[src/verilog/pmwc_pkg.sv]
// constants shared by both ends of the power mode and wake-up control link
package pmwc_pkg;
	localparam int          CLK_PERIOD_NS  = 40;
	localparam int          POR_TIME_NS    = 2_500_000;
	localparam int          POR_CYCLES     = (POR_TIME_NS + CLK_PERIOD_NS - 1) / CLK_PERIOD_NS;
	localparam int          FAST_WAKE_HOLD = 10;
	localparam logic [7:0]  OP_NOP         = 8'hff;
	localparam logic [7:0]  OP_STOP        = 8'h6f;
	localparam logic [7:0]  OP_HALT        = 8'h7f;
	localparam logic [15:0] RESTART_ADDR   = 16'h000c;
	// device register indices
	localparam logic [7:0]  REG_SUPPLY     = 8'h0c;
	localparam logic [7:0]  REG_STOPCFG    = 8'h0b;
	localparam logic [7:0]  REG_IRQ        = 8'h0a;
	localparam logic [7:0]  REG_MASK       = 8'h09;
	// field positions and reset values
	localparam int          SUP_EN         = 0;
	localparam int          SUP_LOW        = 1;
	localparam int          SUP_HIGH       = 2;
	localparam int          CFG_SRC_LO     = 2;
	localparam int          CFG_DLY        = 5;
	localparam int          CFG_POL        = 6;
	localparam int          CFG_WARM       = 7;
	localparam int          IRQ_FIVE       = 5;
	localparam logic        RST_DLY        = 1'b1;
	localparam logic        RST_POL        = 1'b0;
	// core side apb offsets and bit positions
	localparam logic [7:0]  APB_CMD        = 8'h00;
	localparam logic [7:0]  APB_DEVREG     = 8'h04;
	localparam logic [7:0]  APB_PINS       = 8'h08;
	localparam logic [7:0]  APB_CORE_IRQ   = 8'h0c;
	localparam logic [7:0]  APB_STATUS     = 8'h10;
	localparam int          DEV_WR_BIT     = 16;
	localparam int          STAT_SEEN      = 3;
endpackage

[src/verilog/pmwc_if.sv]
// link between the power controller and the processor core side
`timescale 1ns/1ps
interface pmwc_if;
	logic       instr_stb;
	logic [7:0] instr_op;
	logic       reg_stb;
	logic       reg_wr;
	logic [7:0] reg_addr;
	logic [7:0] reg_wdata;
	logic       reg_ack;
	logic [7:0] reg_rdata;
	logic       core_irq_pend;
	logic       interrupt_request_five_req;
	logic       exec_en;
	logic       cpu_clk_en;
	logic       restart;
	logic [7:0] port2_level;
	logic [7:0] port2_is_out;
	logic [3:0] wake_pins;

	modport dev (
		input  instr_stb, instr_op, reg_stb, reg_wr, reg_addr, reg_wdata,
		input  core_irq_pend, port2_level, port2_is_out, wake_pins,
		output reg_ack, reg_rdata, interrupt_request_five_req, exec_en, cpu_clk_en, restart
	);
	modport host (
		output instr_stb, instr_op, reg_stb, reg_wr, reg_addr, reg_wdata,
		output core_irq_pend, port2_level, port2_is_out, wake_pins,
		input  reg_ack, reg_rdata, interrupt_request_five_req, exec_en, cpu_clk_en, restart
	);
endinterface

[src/verilog/pmwc_device.sv]
// power mode, reset delay, stop recovery and supply monitor controller
// Overview of operation
// delay one-shot starts on supply, watchdog, wake
// delay lasts at least its minimum time
// delay-select low skips delay; resets to one
// wake source held ten processor clocks; not checked here, wake_hit acts at once
// software keeps delay-select set with crystals
// halt stops cpu clock, keeps oscillator running
// halt exits on enabled interrupt only
// stop turns off clock and oscillator
// stop exits only by reset, restart fixed
// nop precedes every stop or halt
// three-bit field selects the wake source
// port two outputs drop out of nor
// polarity bit picks wake level, resets low
// warm bit reads one after stop wake
// monitor enable bit starts supply watching
// high and low flags follow thresholds
// low flag latches interrupt request five
// request five serviced only when unmasked
// software enables interrupts before monitoring
// execution held while delay runs
`timescale 1ns/1ps
module pmwc_device #(
	parameter int POR_CYCLES = pmwc_pkg::POR_CYCLES
) (
	input  wire logic pclk,
	input  wire logic presetn,
	pmwc_if.dev       link,
	input  wire logic supply_good,
	input  wire logic watchdog_timeout,
	input  wire logic vcc_above_high,
	input  wire logic vcc_below_low,
	output logic      osc_en,
	output logic      periph_clk_en
);
	localparam int CW = $clog2(POR_CYCLES + 1);

	typedef enum logic [1:0] {
		ST_DELAY = 2'b00,
		ST_RUN   = 2'b01,
		ST_HALT  = 2'b10,
		ST_STOP  = 2'b11
	} pmwc_state_e;

	pmwc_state_e st_r, st_nxt;
	logic [CW-1:0] cnt_r, cnt_nxt;
	logic          sup_q_r, sup_q_nxt;
	logic          warm_r, warm_nxt;
	logic          dly_r, dly_nxt;
	logic          pol_r, pol_nxt;
	logic [2:0]    src_r, src_nxt;
	logic          mon_en_r, mon_en_nxt;
	logic          hi_r, hi_nxt;
	logic          lo_r, lo_nxt;
	logic          interrupt_request_five_r, interrupt_request_five_nxt;
	logic          mask5_r, mask5_nxt;
	logic          req5_r, req5_nxt;
	logic          ack_r, ack_nxt;
	logic [7:0]    rdata_r, rdata_nxt;
	logic          exec_r, exec_nxt;
	logic          cpuclk_r, cpuclk_nxt;
	logic          osc_r, osc_nxt;
	logic          per_r, per_nxt;
	logic          rst_pulse_r, rst_pulse_nxt;
	logic          wake_hit;
	logic          cold;
	logic          wr;

	// level of the chosen source, turned to active-high by the polarity bit
	function automatic logic wake_level(input logic [2:0] sel, input logic [7:0] p2,
		input logic [7:0] p2_out, input logic [3:0] pins, input logic pol);
		logic [7:0] p2_in;
		logic       lvl;
		logic       ok;
		p2_in = p2 & ~p2_out;
		lvl = 1'b0;
		ok = 1'b1;
		unique case (sel)
			3'b010:  lvl = pins[0];
			3'b011:  lvl = pins[1];
			3'b100:  lvl = pins[2];
			3'b101:  lvl = pins[3];
			3'b110:  lvl = ~|p2_in[3:0];
			3'b111:  lvl = ~|p2_in;
			default: ok = 1'b0;
		endcase
		return ok & (pol ? lvl : ~lvl);
	endfunction

	assign wake_hit = wake_level(src_r, link.port2_level, link.port2_is_out, link.wake_pins, pol_r);
	assign cold     = (supply_good & ~sup_q_r) | watchdog_timeout;
	assign wr       = link.reg_stb & link.reg_wr;

	always_comb begin
		st_nxt        = st_r;
		cnt_nxt       = cnt_r;
		warm_nxt      = warm_r;
		rst_pulse_nxt = 1'b0;
		sup_q_nxt     = supply_good;
		dly_nxt       = dly_r;
		pol_nxt       = pol_r;
		src_nxt       = src_r;
		mon_en_nxt    = mon_en_r;
		mask5_nxt     = mask5_r;
		interrupt_request_five_nxt      = interrupt_request_five_r;
		ack_nxt       = link.reg_stb;
		rdata_nxt     = rdata_r;
		if (wr) begin
			unique case (link.reg_addr)
				pmwc_pkg::REG_SUPPLY: mon_en_nxt = link.reg_wdata[pmwc_pkg::SUP_EN];
				pmwc_pkg::REG_STOPCFG: begin
					src_nxt = link.reg_wdata[pmwc_pkg::CFG_SRC_LO +: 3];
					dly_nxt = link.reg_wdata[pmwc_pkg::CFG_DLY];
					pol_nxt = link.reg_wdata[pmwc_pkg::CFG_POL];
				end
				pmwc_pkg::REG_IRQ: interrupt_request_five_nxt = interrupt_request_five_r & link.reg_wdata[pmwc_pkg::IRQ_FIVE];
				pmwc_pkg::REG_MASK: mask5_nxt = link.reg_wdata[pmwc_pkg::IRQ_FIVE];
				default: ;
			endcase
		end
		// flags track the comparators live, only while monitoring
		hi_nxt = mon_en_r & vcc_above_high;
		lo_nxt = mon_en_r & vcc_below_low;
		// setting beats a same-cycle clear by software
		if (lo_r) begin
			interrupt_request_five_nxt = 1'b1;
		end
		// registered so the core sees the request straight from a flop
		req5_nxt = interrupt_request_five_nxt & mask5_nxt;
		unique case (st_r)
			ST_DELAY: begin
				cnt_nxt = cnt_r + 1'b1;
				if (cnt_r >= CW'(POR_CYCLES - 1)) begin
					st_nxt        = ST_RUN;
					rst_pulse_nxt = 1'b1;
				end
			end
			ST_RUN: begin
				if (link.instr_stb && link.instr_op == pmwc_pkg::OP_STOP) begin
					st_nxt = ST_STOP;
				end else if (link.instr_stb && link.instr_op == pmwc_pkg::OP_HALT) begin
					st_nxt = ST_HALT;
				end
			end
			ST_HALT: begin
				if (link.core_irq_pend || (interrupt_request_five_r && mask5_r)) begin
					st_nxt = ST_RUN;
				end
			end
			ST_STOP: begin
				// no fast-wake debounce: the source is trusted to stay active long enough
				if (wake_hit) begin
					warm_nxt = 1'b1;
					cnt_nxt  = '0;
					if (dly_r) begin
						st_nxt = ST_DELAY;
					end else begin
						st_nxt        = ST_RUN;
						rst_pulse_nxt = 1'b1;
					end
				end
			end
		endcase
		if (cold) begin
			st_nxt        = ST_DELAY;
			cnt_nxt       = '0;
			warm_nxt      = 1'b0;
			rst_pulse_nxt = 1'b0;
			dly_nxt       = pmwc_pkg::RST_DLY;
			if (supply_good & ~sup_q_r) begin
				pol_nxt = pmwc_pkg::RST_POL;
			end
		end
		if (link.reg_stb) begin
			unique case (link.reg_addr)
				pmwc_pkg::REG_SUPPLY:  rdata_nxt = {5'b0, hi_r, lo_r, mon_en_r};
				pmwc_pkg::REG_STOPCFG: rdata_nxt = {warm_r, pol_r, dly_r, src_r, 2'b00};
				pmwc_pkg::REG_IRQ:     rdata_nxt = {2'b00, interrupt_request_five_r, 5'b0};
				pmwc_pkg::REG_MASK:    rdata_nxt = {2'b00, mask5_r, 5'b0};
				default:               rdata_nxt = 8'h00;
			endcase
		end
		exec_nxt   = (st_nxt == ST_RUN) || (st_nxt == ST_HALT);
		cpuclk_nxt = (st_nxt == ST_RUN);
		osc_nxt    = (st_nxt != ST_STOP);
		per_nxt    = (st_nxt != ST_STOP);
	end

	always_ff @(posedge pclk or negedge presetn) begin
		if (!presetn) begin
			st_r        <= ST_DELAY;
			cnt_r       <= '0;
			sup_q_r     <= 1'b0;
			warm_r      <= 1'b0;
			dly_r       <= pmwc_pkg::RST_DLY;
			pol_r       <= pmwc_pkg::RST_POL;
			src_r       <= 3'h0;
			mon_en_r    <= 1'b0;
			hi_r        <= 1'b0;
			lo_r        <= 1'b0;
			interrupt_request_five_r      <= 1'b0;
			mask5_r     <= 1'b0;
			req5_r      <= 1'b0;
			ack_r       <= 1'b0;
			rdata_r     <= 8'h00;
			exec_r      <= 1'b0;
			cpuclk_r    <= 1'b0;
			osc_r       <= 1'b1;
			per_r       <= 1'b1;
			rst_pulse_r <= 1'b0;
		end else begin
			st_r        <= st_nxt;
			cnt_r       <= cnt_nxt;
			sup_q_r     <= sup_q_nxt;
			warm_r      <= warm_nxt;
			dly_r       <= dly_nxt;
			pol_r       <= pol_nxt;
			src_r       <= src_nxt;
			mon_en_r    <= mon_en_nxt;
			hi_r        <= hi_nxt;
			lo_r        <= lo_nxt;
			interrupt_request_five_r      <= interrupt_request_five_nxt;
			mask5_r     <= mask5_nxt;
			req5_r      <= req5_nxt;
			ack_r       <= ack_nxt;
			rdata_r     <= rdata_nxt;
			exec_r      <= exec_nxt;
			cpuclk_r    <= cpuclk_nxt;
			osc_r       <= osc_nxt;
			per_r       <= per_nxt;
			rst_pulse_r <= rst_pulse_nxt;
		end
	end

	assign link.reg_ack    = ack_r;
	assign link.reg_rdata  = rdata_r;
	assign link.interrupt_request_five_req   = req5_r;
	assign link.exec_en    = exec_r;
	assign link.cpu_clk_en = cpuclk_r;
	assign link.restart    = rst_pulse_r;
	assign osc_en          = osc_r;
	assign periph_clk_en   = per_r;
endmodule

[src/flat_wrapper.sv]
// flat-port wrapper written by rule: the top's interface ports become plain ports
module pmwc_device_flat 
#(
	parameter int POR_CYCLES = pmwc_pkg::POR_CYCLES
)
  (pclk, presetn, supply_good, watchdog_timeout, vcc_above_high, vcc_below_low, osc_en, periph_clk_en, link_instr_stb, link_instr_op, link_reg_stb, link_reg_wr, link_reg_addr, link_reg_wdata, link_core_irq_pend, link_port2_level, link_port2_is_out, link_wake_pins, link_reg_ack, link_reg_rdata, link_interrupt_request_five_req, link_exec_en, link_cpu_clk_en, link_restart);
  pmwc_if link_i ();
  input  wire logic pclk;
  input  wire logic presetn;
  input  wire logic supply_good;
  input  wire logic watchdog_timeout;
  input  wire logic vcc_above_high;
  input  wire logic vcc_below_low;
  output logic osc_en;
  output logic periph_clk_en;
  input wire logic [$bits(link_i.instr_stb)-1:0] link_instr_stb;
  input wire logic [$bits(link_i.instr_op)-1:0] link_instr_op;
  input wire logic [$bits(link_i.reg_stb)-1:0] link_reg_stb;
  input wire logic [$bits(link_i.reg_wr)-1:0] link_reg_wr;
  input wire logic [$bits(link_i.reg_addr)-1:0] link_reg_addr;
  input wire logic [$bits(link_i.reg_wdata)-1:0] link_reg_wdata;
  input wire logic [$bits(link_i.core_irq_pend)-1:0] link_core_irq_pend;
  input wire logic [$bits(link_i.port2_level)-1:0] link_port2_level;
  input wire logic [$bits(link_i.port2_is_out)-1:0] link_port2_is_out;
  input wire logic [$bits(link_i.wake_pins)-1:0] link_wake_pins;
  output wire logic [$bits(link_i.reg_ack)-1:0] link_reg_ack;
  output wire logic [$bits(link_i.reg_rdata)-1:0] link_reg_rdata;
  output wire logic [$bits(link_i.interrupt_request_five_req)-1:0] link_interrupt_request_five_req;
  output wire logic [$bits(link_i.exec_en)-1:0] link_exec_en;
  output wire logic [$bits(link_i.cpu_clk_en)-1:0] link_cpu_clk_en;
  output wire logic [$bits(link_i.restart)-1:0] link_restart;
  assign link_i.instr_stb = link_instr_stb;
  assign link_i.instr_op = link_instr_op;
  assign link_i.reg_stb = link_reg_stb;
  assign link_i.reg_wr = link_reg_wr;
  assign link_i.reg_addr = link_reg_addr;
  assign link_i.reg_wdata = link_reg_wdata;
  assign link_i.core_irq_pend = link_core_irq_pend;
  assign link_i.port2_level = link_port2_level;
  assign link_i.port2_is_out = link_port2_is_out;
  assign link_i.wake_pins = link_wake_pins;
  assign link_reg_ack = link_i.reg_ack;
  assign link_reg_rdata = link_i.reg_rdata;
  assign link_interrupt_request_five_req = link_i.interrupt_request_five_req;
  assign link_exec_en = link_i.exec_en;
  assign link_cpu_clk_en = link_i.cpu_clk_en;
  assign link_restart = link_i.restart;
  pmwc_device #(.POR_CYCLES(POR_CYCLES)) u_core (.pclk(pclk), .presetn(presetn), .link(link_i), .supply_good(supply_good), .watchdog_timeout(watchdog_timeout), .vcc_above_high(vcc_above_high), .vcc_below_low(vcc_below_low), .osc_en(osc_en), .periph_clk_en(periph_clk_en));
endmodule
[config.mk]
export PLATFORM = sky130hd
export DESIGN_NAME = pmwc_device_flat
export DESIGN_NICKNAME = d
export VERILOG_FILES = /design/src/verilog/pmwc_pkg.sv /design/src/verilog/pmwc_if.sv /design/src/verilog/pmwc_device.sv /design/src/flat_wrapper.sv
export SDC_FILE = /design/constraint.sdc
export NUM_CORES = 1
export LEC_CHECK = 0
export ABC_AREA = 1
export BUFFER_PORTS_ARGS = -buffer_cell sky130_fd_sc_hd__buf_2
export CORE_UTILIZATION = 50
export CTS_BUF_LIST = sky130_fd_sc_hd__clkbuf_8
export DETAILED_ROUTE_END_ITERATION = 6
export HOLD_SLACK_MARGIN = 0.12
export PLACE_DENSITY = 0.79
export SYNTH_ARGS = -nofsm -noshare
export SYNTH_HDL_FRONTEND = slang
export SYNTH_SLANG_ARGS = --single-unit
[constraint.sdc]
create_clock -name pclk -period 1.6 [get_ports pclk]
set_input_delay 0.24 -clock pclk [delete_from_list [all_inputs] [get_ports pclk]]
set_output_delay 0.24 -clock pclk [all_outputs]
set_load 0.02 [all_outputs]
* Yosys cells after proc, flatten, opt, wreduce, memory -nomap -nowiden
Index checks and enable logic that the tools add are counted.
Storage, ports and cells: bits in registers 44, output and inout bits 15
Operators by class: add/subtract/negate cells 1, order comparisons 1, equality and inequality tests 19, muxes and demuxes 35, bitwise gates (word level) 12, reduce and logical (&&, ||, !) cells 21
Operators by type and width (count):
- $eq A8 B4 Y1 const B | 4
- $mux W16 | 2
- $pmux W16 S2 | 1
- $pmux W8 S4 | 1
- $mux W1 | 22
- $add A16 B1 Y16 const B | 1
- $eq A8 B7 Y1 const B | 2
- $ge A16 B16 Y1 const B | 1
- $eq A3 B3 Y1 const B | 4
- $mux W2 | 6
- $reduce_and A2 Y1 | 5
- $and A8 B8 Y8 | 1
- $not A8 Y8 | 1
- $pmux W2 S4 | 1
- $reduce_bool A2 Y1 | 4
- $reduce_or A8 Y1 | 1
- $and A1 B1 Y1 | 7
- $eq A2 B2 Y1 const B | 3
- $eq A3 B2 Y1 const B | 2
- $pmux W1 S6 | 1
- $reduce_or A6 Y1 | 1
- $eq A2 B1 Y1 const B | 2
- $reduce_or A4 Y1 | 1
- $logic_and A1 B1 Y1 | 3
- other kinds (9) | 12

* Logic depth before layout (Yosys ltp)
word-level depth 13, gate-level depth with buffers 14

* Worst setup path after synthesis
OpenSTA, ideal clock, no wires.
path kind register -> register, start register u_core.cnt_r[0], end register u_core.cnt_r[14], setup time 0.064 ns, arrival time 1.454 ns, required time 1.536 ns, setup slack 0.083 ns, stages on the path, launching flop included 11, path buffers 0, cells stage by stage dfrtp_1 -> ha_1 -> nand2_1 -> inv_1 -> nand2_1 -> nor2_1 -> nand3_1 -> xor2_1 -> nor3_2 -> nand2_4 -> nand2_2
On the way: cells in the longest elaborated chain, start to end 3
Ends and longest elaborated chain:
- from (decl) | RTL line pmwc_device.sv:47 | logic [CW-1:0] cnt_r, cnt_nxt;
- from (signal assigned) | RTL line pmwc_device.sv:214 | cnt_r <= cnt_nxt;
- $add A16 B1 Y16 | RTL line pmwc_device.sv:133 | cnt_nxt = cnt_r + 1'b1;
- $pmux W16 S2 | RTL line pmwc_device.sv:131 | unique case (st_r)
- $mux W16 | RTL line pmwc_device.sv:165 | if (cold) begin
No other way between the ends. A chain may end at the register's enable or synchronous reset.

* Worst setup path in the final report
start register u_core.st_r[1], end register u_core.cnt_r[6]
On the way: cells in the longest elaborated chain, start to end 3, elaborated cells between the ends (all ways) 7, those cells by class eq/ne: 2; mux: 2; reduce/logical: 3
Ends and longest elaborated chain:
- from (decl) | RTL line pmwc_device.sv:46 | pmwc_state_e st_r, st_nxt;
- from (signal assigned) | RTL line pmwc_device.sv:213 | st_r <= st_nxt;
- $eq A2 B2 Y1 / $logic_not A2 Y1 (equally long branches) | RTL line pmwc_device.sv:131
- $pmux W16 S2 (tied with other cells) | RTL line pmwc_device.sv:131
- $mux W16 / $reduce_and A2 Y1 (equally long branches)
Parallel ways exist; a longest one is shown, timed or not.

==> key figures <==
Yosys
  – Register area share after synthesis: 0.411
  – Yosys warnings: 0
  – Synth unique cells: 35
  – Compound-Gate Fraction of Synth Area: 0.103
  – Area share of fa/ha/maj cells after synthesis: 0.0279
  – Synth Cell Area: 2690 um^2
  – Synth Area in XOR/XNOR: 0.0358
  – Largest family of logic cells by synthesized area: simple AND/OR/NAND/NOR gates
  – Post-synth ARST share: 1.00
  – Avg Cell Area, Syn: 7.61 um^2
  – #FFs+latches synth: 44
  – Post-synthesis instance total: 353
  – Count leader, synth: nand2_1
  – Synth cell count leaders: nand2_1, inv_1, dfrtp_1
  – Synth top area cells: dfrtp_1, nand2_1, inv_1, nand3_1, nor2_1
  – Post-synth top area cell: dfrtp_1
  – Mux contribution to synthesized area: 0.00372
  – EDFF count, synth: 0
  – Net Count, Synth: 413
  – Fraction of the mapped netlist area in simple logic gates: 0.322
  – Yosys top cell area share: 0.391
  – Predominant post-synthesis flop cell: dfrtp_1

Clocking
  – Insertion delay to the later sink of the worst-skew pair: 0.30 ns
  – CTS Buf Count: 5
  – CTS Buffer Depth: 2
  – # clock sinks: 44
  – H-tree depth: 2
  – Clock slew at reported path FFs: 0.08 ns
  – Clock Tree Root: clkbuf_8
  – CTS tree: built

Drt
  – Pre-antenna DRT Iters: 4
  – DR iter-0 viols: 129
  – Routed via count: 2629
  – # DRC: 0
  – Routed WL per cell: 13.3 um
  – Drt total wl: 6880 um
  – Via/cell ratio: 5.09
  – ANT nets after route: 0

Timing
  – Unrepaired setup endpoints after global routing: true
  – Pins Over Slew Limit: 0
  – Worst Clk Skew: 0.00746 ns
  – Fmax: 0.602 GHz
  – Setup ws final: -0.0615 ns
  – Tightest Pin Transition: 0.502 ns
  – Setup TNS: -0.407 ns
  – Setup Viol. Count Final: 13
  – Hold Slack: 0.126 ns
  – Final Hold Viols: 0
  – Clock period minus worst slack: 1.66 ns
  – Tcrit/Tclk final: 1.04
  – Slew Limit Headroom: 0.665

Floorplanning
  – Rows: 26
  – Core area: 5140 um^2
  – Initial Utilization: 0.523
  – Die width: 75.3 um
  – Die footprint: 5670 um^2
  – Die Height: 75.3 um
  – Ports: 69

Setup path
  – CP startpoint kind: flop
  – Endpoint class of the critical path: flop
  – Cell depth of the worst flop-to-flop path: 5
  – CP max FO: 6
  – WP data arrival: 1.88 ns
  – Critical path class: flop to flop
  – Worst endpoint required time: 1.81 ns

Run status
  – Status: complete, but fails checks
  – Failing checks: setup timing

Placed design
  – Port Buffers: 66
  – Routability cong.: 0.970
  – Cell count after placement: 504
  – Final HPWL DP: 4920 um

Cells and area
  – # diodes: 0
  – NumNets Final: 506
  – Share of layout cells above drive strength 1: 0.361
  – Final Non-Filler Cells: 516
  – Multi-input logic area: 1510 um^2
  – Syn-to-layout area delta: 32.2%
  – Fillers: 432
  – Register area: 1100 um^2

Global routing
  – Largest net degree at the start of global routing: 22
  – GR Util All Layers: 0.259
  – Grt ovf: 0
  – Vias in the first global route: 2495
  – First-pass GRT wire length: 11000 um
  – Initial antenna violation count: 0

Pwr
  – P_leak: 1.87 nW
  – Maximum VDD drop: 0.879 mV
  – Power Dens Cells: 865 nW/um^2
  – Final Power: 3.07 mW

Min path
  – HP Class: primary input to flop
  – Hold Path Depth: 1

Flow run
  – Max Cap Viol: 0
==> what timing repair did <==
item,CTS,global route
cloned,0,2
resized for setup,15,30
hold buffers,2,0
hold endpoints to repair,13,0
setup buffers,1,0
setup endpoints to repair,17,22
pin swaps,11,11
==> critical path, stage by stage (launching register included) <==
cell     delay, ns
dfrtp_1       0.46
inv_1         0.14
ha_1          0.33
inv_2         0.18
nand2_1       0.18
o31ai_2       0.28
==> power breakdown <==
part           internal (mW)  switching (mW)
logic                  0.374           0.628
registers               1.18          0.0669
clock network          0.451           0.370
total                   2.01            1.07
==> state kept, by name, summed over array words and instances, names as in the netlist, 2 cells and up <==
register and cells:
u_core.cnt_r 16, u_core.link.reg_rdata 8, u_core.src_r 3, u_core.st_r 2
==> layout by cell type (no fill, tap or decap), types with 3 or more instances in the layout <==
master	n
o211ai_1	3
inv_1	49
ha_1	5
nand3_1	21
nand2_1	81
xor2_1	11
nand2_8	4
nand3_2	3
buf_2	66
nor2_1	24
o21ai_0	8
dfrtp_1	41
nor3_2	3
nor4_1	3
a211oi_1	3
inv_2	7
buf_4	20
nand4_1	4
nand2_2	22
o21ai_2	8
nor3_1	13
a21oi_1	8
clkbuf_8	5
o31ai_1	4
==> logic make-up after synthesis <==
family / count (synthesis)
flip-flops: 44
AND/OR/NAND/NOR: 187
buffers and inverters: 62
XOR/XNOR: 11
adder cells (fa/ha/maj): 6
AO/OA/AOI/OAI: 42
multiplexers: 1
==> per-layer routing <==
layer,global-route usage,wire [um],share of wire,vias up
met1,0.302,2780,0.40,1211
met3,0.0450,380,0.055,12
met5,0,0,0,-
li1,-,-,-,1313
met2,0.477,3640,0.53,93
met4,0.0967,90,0.013,0
==> through the flow <==
step                 util  setup WS (ns)  cell area (um^2)
global placement    0.628        0.00148              3230
detailed placement  0.628        -0.0779              3230
floorplan               -         0.0826              2690
global route        0.691         -0.165              3550
CTS                 0.664       -0.00941              3410
finish              0.691        -0.0615              3550
==> worst paths after layout <==
check | start | end | slack (ns)
max | u_core.st_r[1] | u_core.cnt_r[6] | -0.06
min | link_reg_stb | u_core.link.reg_ack | 0.13
max reg2reg | u_core.st_r[1] | u_core.cnt_r[6] | -0.06
min reg2reg | u_core.link.reg_rdata[1] | u_core.link.reg_rdata[1] | 0.48
max in group asynchronous | presetn | u_core.osc_en | 0.73
min in group asynchronous | presetn | u_core.mon_en_r | 0.36
==> area by class of cell <==
class	count	area share
multi-input combinational	249	0.425
sequential	44	0.311
timing repair buffer	91	0.153
inverter	55	0.0581
tap	70	0.0246
clock buffer	5	0.0194
clock inverter	2	0.00951
Note: power is estimated with default switching activity, not from simulation.
